<file path="config.mk">
export PLATFORM = sky130hd
export DESIGN_NAME = scpc_top
export DESIGN_NICKNAME = d
export VERILOG_FILES = /design/src/logic/scpc_pkg.sv /design/src/logic/scpc_top.sv
export SDC_FILE = /design/constraint.sdc
export NUM_CORES = 1
export LEC_CHECK = 0
export ABC_CLOCK_PERIOD_IN_PS = 5100
export BUFFER_PORTS_ARGS = -buffer_cell sky130_fd_sc_hd__buf_4
export CAP_MARGIN = 40
export CORE_UTILIZATION = 45
export CTS_CLUSTER_SIZE = 24
export DETAILED_ROUTE_END_ITERATION = 6
export PLACE_DENSITY_LB_ADDON = 0.15
export REMOVE_ABC_BUFFERS = 1
export SLEW_MARGIN = 20
export SYNTH_ARGS = -nofsm -noshare
export SYNTH_HDL_FRONTEND = slang
export SYNTH_SLANG_ARGS = --single-unit
</file>
<file path="constraint.sdc">
create_clock -name CLK -period 5.1 [get_ports CLK]
set_clock_uncertainty 0.1 [all_clocks]
set_input_delay 0.51 -clock CLK [delete_from_list [all_inputs] [get_ports CLK]]
set_output_delay 0.51 -clock CLK [all_outputs]
set_load 0.02 [all_outputs]
</file>
<file path="src/logic/scpc_pkg.sv">
// shared constants for the dual serial channel pin control block
package scpc_pkg;
	// ****************************************
	// timing
	// ****************************************
	localparam int unsigned CLK_HZ    = 100_000_000;
	localparam int unsigned BAUD_RATE = 115_200;
	// clocks per serial bit, rounded down
	localparam int unsigned BIT_CYCLES = CLK_HZ / BAUD_RATE;
	// receive time-out in character times of ten bits
	localparam int unsigned TIMEOUT_CHARS   = 4;
	localparam int unsigned BITS_PER_CHAR   = 10;
	localparam int unsigned TIMEOUT_CYCLES  = TIMEOUT_CHARS * BITS_PER_CHAR * BIT_CYCLES;

	// ****************************************
	// register indices (per channel)
	// ****************************************
	localparam logic [3:0] REG_RXDATA  = 4'h0;
	localparam logic [3:0] REG_TXDATA  = 4'h1;
	localparam logic [3:0] REG_FIFOCTL = 4'h2;
	localparam logic [3:0] REG_CHANCTL = 4'h3;
	localparam logic [3:0] REG_MODEM   = 4'h4;
	localparam logic [3:0] REG_LINE    = 4'h5;
	localparam logic [3:0] REG_MSTAT   = 4'h6;
	localparam logic [3:0] REG_IRQSTAT = 4'h7;
	localparam logic [3:0] REG_IRQMASK = 4'h8;
	// address bit that picks the channel
	localparam int unsigned CHAN_SEL_BIT = 4;

	// ****************************************
	// field positions
	// ****************************************
	localparam int unsigned MCR_DTR  = 0;
	localparam int unsigned MCR_RTS  = 1;
	localparam int unsigned MCR_IRQE = 3;
	localparam int unsigned MCR_LOOP = 4;
	localparam int unsigned FCR_FEN  = 0;
	localparam int unsigned FCR_RCLR = 1;
	localparam int unsigned FCR_TCLR = 2;
	localparam int unsigned FCR_DMA  = 3;
	localparam int unsigned FCR_TRIG = 6;
	localparam int unsigned CTL_TXEN = 0;
	localparam int unsigned CTL_RXEN = 1;
	localparam int unsigned LSR_DR   = 0;
	localparam int unsigned LSR_OE   = 1;
	localparam int unsigned LSR_TX_HOLDING_EMPTY_FLAG = 5;
	localparam int unsigned LSR_TX_ALL_EMPTY_FLAG = 6;
	localparam int unsigned MSR_RING_FALLING_EDGE_FLAG = 2;
	localparam int unsigned MSR_RI   = 6;
	localparam int unsigned IRQ_RXAV = 0;
	localparam int unsigned IRQ_TX_HOLDING_EMPTY_FLAG = 1;
	localparam int unsigned IRQ_RING = 2;
	localparam int unsigned IRQ_OVR  = 3;

	// receive trigger levels selected by the two trigger bits
	localparam logic [4:0] TRIG_LVL0 = 5'h01;
	localparam logic [4:0] TRIG_LVL1 = 5'h04;
	localparam logic [4:0] TRIG_LVL2 = 5'h08;
	localparam logic [4:0] TRIG_LVL3 = 5'h0e;

	// serial frame: start, eight data, stop
	localparam logic [3:0] DATA_BITS = 4'h8;

	typedef enum logic [2:0] {
		RX_IDLE  = 3'b001,
		RX_START = 3'b010,
		RX_DATA  = 3'b100
	} scpc_rx_state_t;
endpackage

</file>
<file path="src/logic/scpc_top.sv">
// one asynchronous serial channel and the two-channel top around it
`timescale 1ns/10ps

// ****************************************
// channel
// ****************************************
module scpc_channel
	import scpc_pkg::*;
#(
	parameter int unsigned BIT_DIV   = BIT_CYCLES,
	parameter int unsigned DEPTH     = 16,
	parameter int unsigned TO_CYCLES = TIMEOUT_CYCLES
) (
	// clock and reset
	input  wire logic       CLK,
	input  wire logic       RST,
	// register port
	input  wire logic [3:0] addr,
	input  wire logic [7:0] wdata,
	input  wire logic       wr,
	input  wire logic       rd,
	output logic      [7:0] rd_val,
	// pins
	input  wire logic       serial_rx_pin,
	input  wire logic       ring_pin,
	output logic            serial_tx_pin,
	output logic            terminal_ready_n,
	output logic            send_request_n,
	output logic            rx_dma_request_n,
	output logic            channel_irq_out,
	output logic            channel_irq_oe
);
	localparam int unsigned AW = $clog2(DEPTH);

	typedef struct packed {
		logic                      rx_s1;
		logic                      rx_s2;
		logic                      ri_s1;
		logic                      ri_s2;
		logic                      ri_prev;
		logic [4:0]                mcr;
		logic [7:0]                fcr;
		logic [1:0]                ctl;
		logic [3:0]                imr;
		logic [3:0]                isr;
		logic                      ovr;
		logic                      ring_falling_edge_flag;
		logic [7:0]                tx_hold;
		logic                      tx_holding_empty_flag;
		logic [8:0]                tx_sh;
		logic [3:0]                tx_bits;
		logic [15:0]               tx_cnt;
		logic                      tx_busy;
		logic                      tx_line;
		scpc_rx_state_t            rx_st;
		logic [15:0]               rx_cnt;
		logic [3:0]                rx_bits;
		logic [7:0]                rx_sh;
		logic [DEPTH-1:0][7:0]     mem;
		logic [AW-1:0]             wp;
		logic [AW-1:0]             rp;
		logic [AW:0]               cnt;
		logic [31:0]               to_cnt;
		logic                      sout;
		logic                      dtr_n;
		logic                      rts_n;
		logic                      rdy_n;
		logic                      irq;
		logic                      irq_oe;
	} scpc_chan_t;

	scpc_chan_t r_reg;
	scpc_chan_t r_next;

	initial begin
		if (DEPTH < 2 || (DEPTH & (DEPTH - 1)) != 0 || DEPTH > 16)
			$error("DEPTH must be a power of two from 2 to 16");
		if (BIT_DIV < 4 || BIT_DIV > 65535)
			$error("BIT_DIV out of range");
		if (TO_CYCLES < 1)
			$error("TO_CYCLES must be positive");
	end

	logic          rx_in;
	logic [AW:0]   cap;
	logic [4:0]    trig;
	logic          mode1;
	logic          push;
	logic          pop;

	always_comb begin
		r_next = r_reg;
		// both pin inputs pass two flops first
		r_next.rx_s1   = serial_rx_pin;
		r_next.rx_s2   = r_reg.rx_s1;
		r_next.ri_s1   = ring_pin;
		r_next.ri_s2   = r_reg.ri_s1;
		r_next.ri_prev = r_reg.ri_s2;
		// loop feeds the receiver from the transmitter
		rx_in = r_reg.mcr[MCR_LOOP] ? r_reg.tx_line : r_reg.rx_s2;
		// without fifos the receiver holds a single character
		cap   = r_reg.fcr[FCR_FEN] ? (AW+1)'(DEPTH) : (AW+1)'(1);
		case (r_reg.fcr[FCR_TRIG +: 2])
			2'h0:    trig = TRIG_LVL0;
			2'h1:    trig = TRIG_LVL1;
			2'h2:    trig = TRIG_LVL2;
			default: trig = TRIG_LVL3;
		endcase
		push = 1'b0;
		pop  = rd && addr == REG_RXDATA && r_reg.cnt != '0;

		// read data and read side effects
		case (addr)
			REG_RXDATA:  rd_val = r_reg.mem[r_reg.rp];
			REG_FIFOCTL: rd_val = {r_reg.fcr[7:6], 6'h00};
			REG_CHANCTL: rd_val = {6'h00, r_reg.ctl};
			REG_MODEM:   rd_val = {3'h0, r_reg.mcr};
			REG_LINE: begin
				rd_val = 8'h00;
				rd_val[LSR_DR]   = r_reg.cnt != '0;
				rd_val[LSR_OE]   = r_reg.ovr;
				rd_val[LSR_TX_HOLDING_EMPTY_FLAG] = r_reg.tx_holding_empty_flag;
				rd_val[LSR_TX_ALL_EMPTY_FLAG] = r_reg.tx_holding_empty_flag & ~r_reg.tx_busy;
			end
			REG_MSTAT: begin
				rd_val = 8'h00;
				rd_val[MSR_RI]   = r_reg.ri_s2;
				rd_val[MSR_RING_FALLING_EDGE_FLAG] = r_reg.ring_falling_edge_flag;
			end
			REG_IRQSTAT: rd_val = {4'h0, r_reg.isr};
			REG_IRQMASK: rd_val = {4'h0, r_reg.imr};
			default:     rd_val = 8'h00;
		endcase
		if (pop) begin
			r_next.rp  = r_reg.rp + 1'b1;
			r_next.cnt = r_reg.cnt - 1'b1;
		end
		if (rd && addr == REG_LINE)
			r_next.ovr = 1'b0;
		if (rd && addr == REG_MSTAT)
			r_next.ring_falling_edge_flag = 1'b0;
		if (rd && addr == REG_IRQSTAT)
			r_next.isr = 4'h0;

		// register writes
		if (wr) begin
			case (addr)
				REG_TXDATA: begin
					r_next.tx_hold = wdata;
					r_next.tx_holding_empty_flag    = 1'b0;
				end
				REG_FIFOCTL: begin
					// clear bits act once and are not kept
					r_next.fcr = wdata & 8'hc9;
					if (wdata[FCR_RCLR] || wdata[FCR_FEN] != r_reg.fcr[FCR_FEN]) begin
						r_next.wp  = '0;
						r_next.rp  = '0;
						r_next.cnt = '0;
					end
					if (wdata[FCR_TCLR])
						r_next.tx_holding_empty_flag = 1'b1;
				end
				REG_CHANCTL: r_next.ctl = wdata[1:0];
				REG_MODEM:   r_next.mcr = wdata[4:0];
				REG_IRQMASK: r_next.imr = wdata[3:0];
				default: ;
			endcase
		end

		// ****************************************
		// transmitter
		// ****************************************
		if (!r_reg.ctl[CTL_TXEN]) begin
			// disabling aborts any character in flight
			r_next.tx_busy = 1'b0;
			r_next.tx_line = 1'b1;
		end else if (r_reg.tx_busy) begin
			if (r_reg.tx_cnt == 16'(BIT_DIV - 1)) begin
				r_next.tx_cnt = 16'h0000;
				if (r_reg.tx_bits == 4'h0) begin
					r_next.tx_busy = 1'b0;
				end else begin
					r_next.tx_line = r_reg.tx_sh[0];
					r_next.tx_sh   = {1'b1, r_reg.tx_sh[8:1]};
					r_next.tx_bits = r_reg.tx_bits - 1'b1;
				end
			end else begin
				r_next.tx_cnt = r_reg.tx_cnt + 1'b1;
			end
		end else if (!r_reg.tx_holding_empty_flag) begin
			// start bit is space, stop bit is mark
			r_next.tx_line = 1'b0;
			r_next.tx_sh   = {1'b1, r_reg.tx_hold};
			r_next.tx_bits = DATA_BITS + 4'h1;
			r_next.tx_cnt  = 16'h0000;
			r_next.tx_busy = 1'b1;
			r_next.tx_holding_empty_flag    = 1'b1;
			r_next.isr[IRQ_TX_HOLDING_EMPTY_FLAG] = 1'b1;
		end

		// ****************************************
		// receiver
		// ****************************************
		case (r_reg.rx_st)
			RX_IDLE: begin
				if (r_reg.ctl[CTL_RXEN] && !rx_in) begin
					r_next.rx_st  = RX_START;
					r_next.rx_cnt = 16'h0000;
				end
			end
			RX_START: begin
				if (r_reg.rx_cnt == 16'(BIT_DIV / 2)) begin
					r_next.rx_cnt  = 16'h0000;
					r_next.rx_bits = 4'h0;
					r_next.rx_st   = rx_in ? RX_IDLE : RX_DATA;
				end else begin
					r_next.rx_cnt = r_reg.rx_cnt + 1'b1;
				end
			end
			RX_DATA: begin
				if (r_reg.rx_cnt == 16'(BIT_DIV - 1)) begin
					r_next.rx_cnt = 16'h0000;
					if (r_reg.rx_bits != DATA_BITS) begin
						r_next.rx_sh   = {rx_in, r_reg.rx_sh[7:1]};
						r_next.rx_bits = r_reg.rx_bits + 1'b1;
					end else begin
						r_next.rx_st = RX_IDLE;
						push         = 1'b1;
					end
				end else begin
					r_next.rx_cnt = r_reg.rx_cnt + 1'b1;
				end
			end
			default: r_next.rx_st = RX_IDLE;
		endcase
		if (!r_reg.ctl[CTL_RXEN])
			r_next.rx_st = RX_IDLE;
		if (push) begin
			if (r_next.cnt < cap) begin
				// a receive clear in the same cycle has already rewound the pointer
				r_next.mem[r_next.wp] = r_reg.rx_sh;
				r_next.wp  = r_next.wp + 1'b1;
				r_next.cnt = r_next.cnt + 1'b1;
				r_next.isr[IRQ_RXAV] = 1'b1;
			end else begin
				r_next.ovr = 1'b1;
				r_next.isr[IRQ_OVR] = 1'b1;
			end
		end

		// time-out counts idle time while characters wait
		if (r_next.cnt == '0 || push || pop)
			r_next.to_cnt = 32'h0000_0000;
		else if (r_reg.to_cnt != 32'(TO_CYCLES))
			r_next.to_cnt = r_reg.to_cnt + 1'b1;

		// dma request, active low; the mode follows the control value being registered
		mode1 = r_next.fcr[FCR_FEN] & r_next.fcr[FCR_DMA];
		if (!mode1)
			r_next.rdy_n = r_next.cnt == '0;
		else if (r_next.cnt == '0)
			r_next.rdy_n = 1'b1;
		else if (5'(r_next.cnt) >= trig || r_next.to_cnt == 32'(TO_CYCLES))
			r_next.rdy_n = 1'b0;

		// ring edge flag: setting wins over a status read
		if (r_reg.ri_prev && !r_reg.ri_s2) begin
			r_next.ring_falling_edge_flag = 1'b1;
			r_next.isr[IRQ_RING] = 1'b1;
		end

		// pins
		r_next.sout   = r_next.mcr[MCR_LOOP] | ~r_next.ctl[CTL_TXEN]
			| r_next.tx_line;
		r_next.dtr_n  = ~r_next.mcr[MCR_DTR];
		r_next.rts_n  = ~r_next.mcr[MCR_RTS];
		r_next.irq    = |(r_next.isr & r_next.imr);
		r_next.irq_oe = r_next.mcr[MCR_IRQE];
	end

	always_ff @(posedge CLK) begin
		if (RST) begin
			r_reg         <= '0;
			r_reg.tx_holding_empty_flag    <= 1'b1;
			r_reg.tx_line <= 1'b1;
			r_reg.sout    <= 1'b1;
			r_reg.dtr_n   <= 1'b1;
			r_reg.rts_n   <= 1'b1;
			r_reg.rdy_n   <= 1'b1;
			r_reg.rx_st   <= RX_IDLE;
		end else begin
			r_reg <= r_next;
		end
	end

	assign serial_tx_pin    = r_reg.sout;
	assign terminal_ready_n = r_reg.dtr_n;
	assign send_request_n   = r_reg.rts_n;
	assign rx_dma_request_n = r_reg.rdy_n;
	assign channel_irq_out  = r_reg.irq;
	assign channel_irq_oe   = r_reg.irq_oe;

	// ****************************************
	// checks
	// ****************************************
	a_reset_pins: assert property (@(posedge CLK) RST |=>
		send_request_n && terminal_ready_n && serial_tx_pin && !channel_irq_oe
		&& r_reg.mcr == 5'h00)
		else $error("pins not idle after reset");
	a_reset_line: assert property (@(posedge CLK) RST |=>
		r_reg.tx_holding_empty_flag && !r_reg.tx_busy && !r_reg.ovr && r_reg.cnt == '0)
		else $error("line status wrong after reset");
	a_rts_write: assert property (@(posedge CLK) disable iff (RST)
		(wr && addr == REG_MODEM) |=> send_request_n == !$past(wdata[MCR_RTS]))
		else $error("send request pin does not follow its bit");
	a_dtr_write: assert property (@(posedge CLK) disable iff (RST)
		(wr && addr == REG_MODEM) |=> terminal_ready_n == !$past(wdata[MCR_DTR]))
		else $error("terminal ready pin does not follow its bit");
	a_loop_mark: assert property (@(posedge CLK) disable iff (RST)
		(r_reg.mcr[MCR_LOOP] || !r_reg.ctl[CTL_TXEN]) |-> serial_tx_pin)
		else $error("serial output not at mark");
	a_mode0_ready: assert property (@(posedge CLK) disable iff (RST)
		!(r_reg.fcr[FCR_FEN] && r_reg.fcr[FCR_DMA]) |->
		rx_dma_request_n == (r_reg.cnt == '0))
		else $error("mode 0 ready does not track held characters");
	a_empty_ready: assert property (@(posedge CLK) disable iff (RST)
		r_reg.cnt == '0 |-> rx_dma_request_n)
		else $error("ready active with empty receiver");
	a_ring_edge: assert property (@(posedge CLK) disable iff (RST)
		(r_reg.ri_prev && !r_reg.ri_s2) |=> r_reg.ring_falling_edge_flag && r_reg.isr[IRQ_RING])
		else $error("ring falling edge not flagged");
	a_ring_level: assert property (@(posedge CLK) disable iff (RST)
		(rd && addr == REG_MSTAT) |-> rd_val[MSR_RI] == r_reg.ri_s2)
		else $error("ring level not in status");
	a_loop_ignore: assert property (@(posedge CLK) disable iff (RST)
		(r_reg.mcr[MCR_LOOP] && r_reg.tx_line && r_reg.rx_st == RX_IDLE)
		|=> r_reg.rx_st == RX_IDLE)
		else $error("receiver started from pin in loop mode");
endmodule

// ****************************************
// two-channel top
// ****************************************
module scpc_top
	import scpc_pkg::*;
#(
	parameter int unsigned BIT_DIV   = BIT_CYCLES,
	parameter int unsigned DEPTH     = 16,
	parameter int unsigned TO_CYCLES = TIMEOUT_CYCLES
) (
	// clock and reset
	input  wire logic       CLK,
	input  wire logic       RST,
	// register port
	input  wire logic [4:0] ADDR,
	input  wire logic [7:0] WDATA,
	input  wire logic       WR,
	input  wire logic       RD,
	output logic      [7:0] RDATA,
	// serial pins, one bit per channel
	input  wire logic [1:0] SERIAL_RX_PIN,
	input  wire logic [1:0] RING_PIN,
	output logic      [1:0] SERIAL_TX_PIN,
	output logic      [1:0] TERMINAL_READY_N,
	output logic      [1:0] SEND_REQUEST_N,
	output logic      [1:0] RX_DMA_REQUEST_N,
	output logic      [1:0] CHANNEL_IRQ_OUT,
	output logic      [1:0] CHANNEL_IRQ_OE
);
	typedef struct packed {
		logic [7:0] rdata;
	} scpc_top_t;

	scpc_top_t  t_reg;
	scpc_top_t  t_next;
	logic [1:0][7:0] rv;
	logic       sel;

	assign sel = ADDR[CHAN_SEL_BIT];

	for (genvar c = 0; c < 2; c++) begin : g_chan
		scpc_channel #(
			.BIT_DIV   (BIT_DIV),
			.DEPTH     (DEPTH),
			.TO_CYCLES (TO_CYCLES)
		) u_chan (
			.CLK              (CLK),
			.RST              (RST),
			.addr             (ADDR[3:0]),
			.wdata            (WDATA),
			.wr               (WR && sel == 1'(c)),
			.rd               (RD && sel == 1'(c)),
			.rd_val           (rv[c]),
			.serial_rx_pin    (SERIAL_RX_PIN[c]),
			.ring_pin         (RING_PIN[c]),
			.serial_tx_pin    (SERIAL_TX_PIN[c]),
			.terminal_ready_n (TERMINAL_READY_N[c]),
			.send_request_n   (SEND_REQUEST_N[c]),
			.rx_dma_request_n (RX_DMA_REQUEST_N[c]),
			.channel_irq_out  (CHANNEL_IRQ_OUT[c]),
			.channel_irq_oe   (CHANNEL_IRQ_OE[c])
		);
	end

	always_comb begin
		t_next       = t_reg;
		t_next.rdata = RD ? rv[sel] : 8'h00;
	end

	always_ff @(posedge CLK) begin
		if (RST)
			t_reg <= '0;
		else
			t_reg <= t_next;
	end

	assign RDATA = t_reg.rdata;
endmodule

</file>
==> run metrics <==
first-iteration detailed-routing DRC count=1739; number of port buffers=40; post-route worst hold slack=0.102 ns; unrepaired setup endpoints after global routing=no; Clk pin slew, worst setup/hold paths=0.07 ns; Cell Rows=90; share of flip-flops with an asynchronous set or reset after synthesis=0%; deepest level of the CTS H-tree=2; length of the first detailed-routing pass in iterations=7; data arrival time of the worst path=4.90 ns; die width=249 µm; Post-CTS Repair Setup Buffers=0; Reg2Reg Capture Point=g_chan[0].u_chan.rx_dma_request_n$_SDFFE_PP1P_; number of sinks handled by clock tree synthesis=558; endpoints failing hold=0; part of the total power dissipated in the clock network=48.6%; sequential fraction of design power=49.1%; share of cells above drive strength 1=11.7%; utilization after layout=50.4%; number of filler instances in the final layout=5485; area of the die=0.0618 mm²; final count of negative-setup-slack endpoints=0; synthesized netlist cell count=2965; DRC viols=0; count of different cell masters after synthesis=89; average footprint of a synthesized cell=9.22 µm²; crit path capture type=flip-flop; outcome=finished, final reports clean; average detailed-routed wire length per instance=19.0 µm; headroom to the max-slew limit=34.7%; number of ports placed on the die boundary=41; routed wire length=71100 µm; PD cells=293 mW/mm²; nature of the critical path startpoint=flip-flop; internal reg-to-reg setup slack=0.65 ns; max-cap viol count=0; sw frac=22.3%; EDFF count, synth=0; Cell Int Power=0.00691 W; number of CTS-inserted buffers=60; synthesized flop and latch total=558; vias post-DR=21402; flip-flop count of the largest register, all copies and words added=534; Clk Tree Root Cell=clkbuf_16; Vias/cell=5.71; Clock Path Buffers=3; aggregate global routing overflow=0; timing endpoint of the critical path=g_chan[0].u_chan.rx_dma_request_n$_SDFFE_PP1P_; number of max-slew violations in the final report=0; f_max=0.225 GHz; Tcrit/Tclk final=87.2%; routability congestion estimate=0.903; Required @ worst endpoint=5.56 ns; HPWL Detailed=48200 µm; worst setup path start=g_chan[0].u_chan.r_reg[38]$_SDFF_PP0_; fraction of power consumed by combinational cells=2.3%; global-route usage over all layers=22.6%; Post-layout nets=2983; Pleak=11.3 nW; most used flip-flop cell after synthesis=dfxtp_1; count of warnings emitted by yosys=0; count of nets left with antenna violations after detail routing=0; cell count of the worst reg-to-reg path=17; actual slew at the worst max-slew pin=0.964 ns; initial core utilization=45.4%; r2r startpoint=g_chan[0].u_chan.r_reg[38]$_SDFF_PP0_; Core Area=0.0602 mm²; Period minus WS final=4.45 ns; Worst Setup Path Type=reg2reg; VDD IR max=0.247 mV; first-pass GRT wire length=113000 µm; cell area after synthesis=0.0274 mm²; Worst-Skew Late Latency=0.64 ns; class of the most critical hold timing path=in2reg; fraction of the yosys area taken by sequential cells=40.8%; CP Max Fanout=5; CTS tree=built; pin count of the biggest net entering global routing=143; height of the die=249 µm; growth of design area from synthesis to finish=11.0%; antenna violations before repair=0; vias in the first global route=20252; Net Switching=0.00199 W
-- cells in the final DEF (no fill, tap or decap), drive strengths merged, types with 33 or more instances in the layout --
| cell | count |
|---|---|
| o21ai | 55 |
| clkbuf | 89 |
| dfxtp | 558 |
| xor2 | 70 |
| nor2b | 35 |
| nor2 | 511 |
| and3 | 45 |
| nand3 | 85 |
| nor3 | 69 |
| buf | 105 |
| ha | 42 |
| mux4 | 80 |
| mux2i | 306 |
| nor3b | 33 |
| nand2 | 170 |
| inv | 59 |
| a21oi | 132 |
| nor4 | 67 |
| xnor2 | 66 |
| nand4 | 77 |
-- final cells by class --
class	instances	area, µm²	area share (%)
sequential	558	11200	36.8
multi-input combinational	2132	15100	49.8
inverter	57	214	0.705
clock inverter	20	218	0.717
timing repair buffer	111	926	3.05
clock buffer	88	1730	5.69
tap	782	978	3.22
antenna	1	2.50	0.00824
-- logic make-up (layout without fill, tap and decap cells) --
kind of cell | Yosys count | after routing | share of synthesized area (%)
AOI/OAI and AO/OA | 330 | 330 | 8.52
buffers and inverters | 275 | 276 | 4.03
DFF | 558 | 558 | 40.8
adders and majority gates | 42 | 42 | 1.92
muxes | 393 | 393 | 18.1
and+or+nand+nor | 1231 | 1231 | 22.3
xor gates and xnor gates | 136 | 136 | 4.35
other | 0 | 1 | 0
-- through the flow --
stage | std cells | setup TNS [ns] | power, W | instance area [µm²] | setup slack, ns
2_1_floorplan | 2747 | -66.96 | 0.00453 | 26500 | -1.60
3_3_place_gp | 3626 | 0 | 0.00466 | 28200 | 0.103
3_5_place_dp | 3631 | 0 | 0.00466 | 28300 | 0.164
4_1_cts | 3744 | 0 | 0.00900 | 30300 | 0.385
5_1_grt | 3748 | 0 | 0.00920 | 30400 | 0.324
6_report | 3749 | 0 | 0.00890 | 30400 | 0.654
-- how the worst min path moves through the flow --
stage | start | to | slack [ns] | cells past startpoint
after floorplan | g_chan[0].u_chan.r_next[276]$_SDFF_PP0_ | g_chan[0].u_chan.r_next[275]$_SDFF_PP0_ | 0.31 | 1
after global placement | g_chan[0].u_chan.r_next[276]$_SDFF_PP0_ | g_chan[0].u_chan.r_next[275]$_SDFF_PP0_ | 0.33 | 1
after detailed placement | g_chan[0].u_chan.r_next[276]$_SDFF_PP0_ | g_chan[0].u_chan.r_next[275]$_SDFF_PP0_ | 0.33 | 1
after CTS | WDATA[2] | g_chan[0].u_chan.r_reg[241]$_SDFF_PP1_ | 0.07 | 2
after global routing | WDATA[2] | g_chan[0].u_chan.r_reg[241]$_SDFF_PP1_ | 0.09 | 2
final | WDATA[2] | g_chan[0].u_chan.r_reg[241]$_SDFF_PP1_ | 0.10 | 2
-- power groups by stage --
stage	combinational [W]	sequential (W)	clock [W]
2_1_floorplan	0.0000596	0.00447	0
3_3_place_gp	0.000189	0.00447	0
3_5_place_dp	0.000191	0.00447	0
4_1_cts	0.000195	0.00437	0.00444
5_1_grt	0.000215	0.00437	0.00461
6_report	0.000202	0.00437	0.00432
-- synth_stat cells (18+ instances only) --
library cell | number | area (µm²)
clkbuf_1 | 173 | 649
nor2b_1 | 35 | 219
buf_1 | 22 | 82.6
nor4_1 | 67 | 419
a21oi_1 | 123 | 616
nand2_1 | 170 | 638
mux2i_1 | 306 | 3060
nand2b_1 | 18 | 113
nand3_1 | 77 | 385
and3_1 | 45 | 282
and2_1 | 19 | 119
nor2_1 | 510 | 1910
inv_1 | 57 | 214
a211oi_1 | 18 | 135
nor3_1 | 67 | 335
xnor2_1 | 66 | 578
nand4_1 | 77 | 482
xor2_1 | 70 | 613
mux4_2 | 80 | 1800
dfxtp_1 | 558 | 11200
ha_1 | 42 | 526
o21ai_0 | 52 | 260
or3_1 | 19 | 119
nor3b_1 | 33 | 248
-- critical path, cell delays in order (launching register included) --
cell and delay, ns:
dfxtp_1 0.36, inv_1 0.10, ha_1 0.19, nand3b_1 0.14, o41ai_1 0.27, nor2_1 0.13, ha_1 0.23, or3_1 0.45
or4_1 0.60, a21oi_2 0.27, mux2_2 0.39, ha_1 0.30, a21oi_1 0.15, nor2b_1 0.06, o21ai_0 0.15, and4b_1 0.22
nand2_1 0.06, o2111ai_1 0.19
-- what timing repair did --
item / in CTS / in global routing
endpoints found under the hold margin: 6 / 0
gates resized for setup: 0 / 1
setup endpoints to repair: 0 / 1
hold buffers: 5 / 0
-- per-layer routing --
metal | share of wire (%) | vias up | track usage (%)
li1 | - | 10456 | -
met5 | 0 | - | 0
met1 | 48 | 10349 | 31.8
met3 | 4.7 | 112 | 3.62
met2 | 45 | 485 | 35.4
met4 | 2.6 | 0 | 6.94
Note: power is estimated with default switching activity, not from simulation.
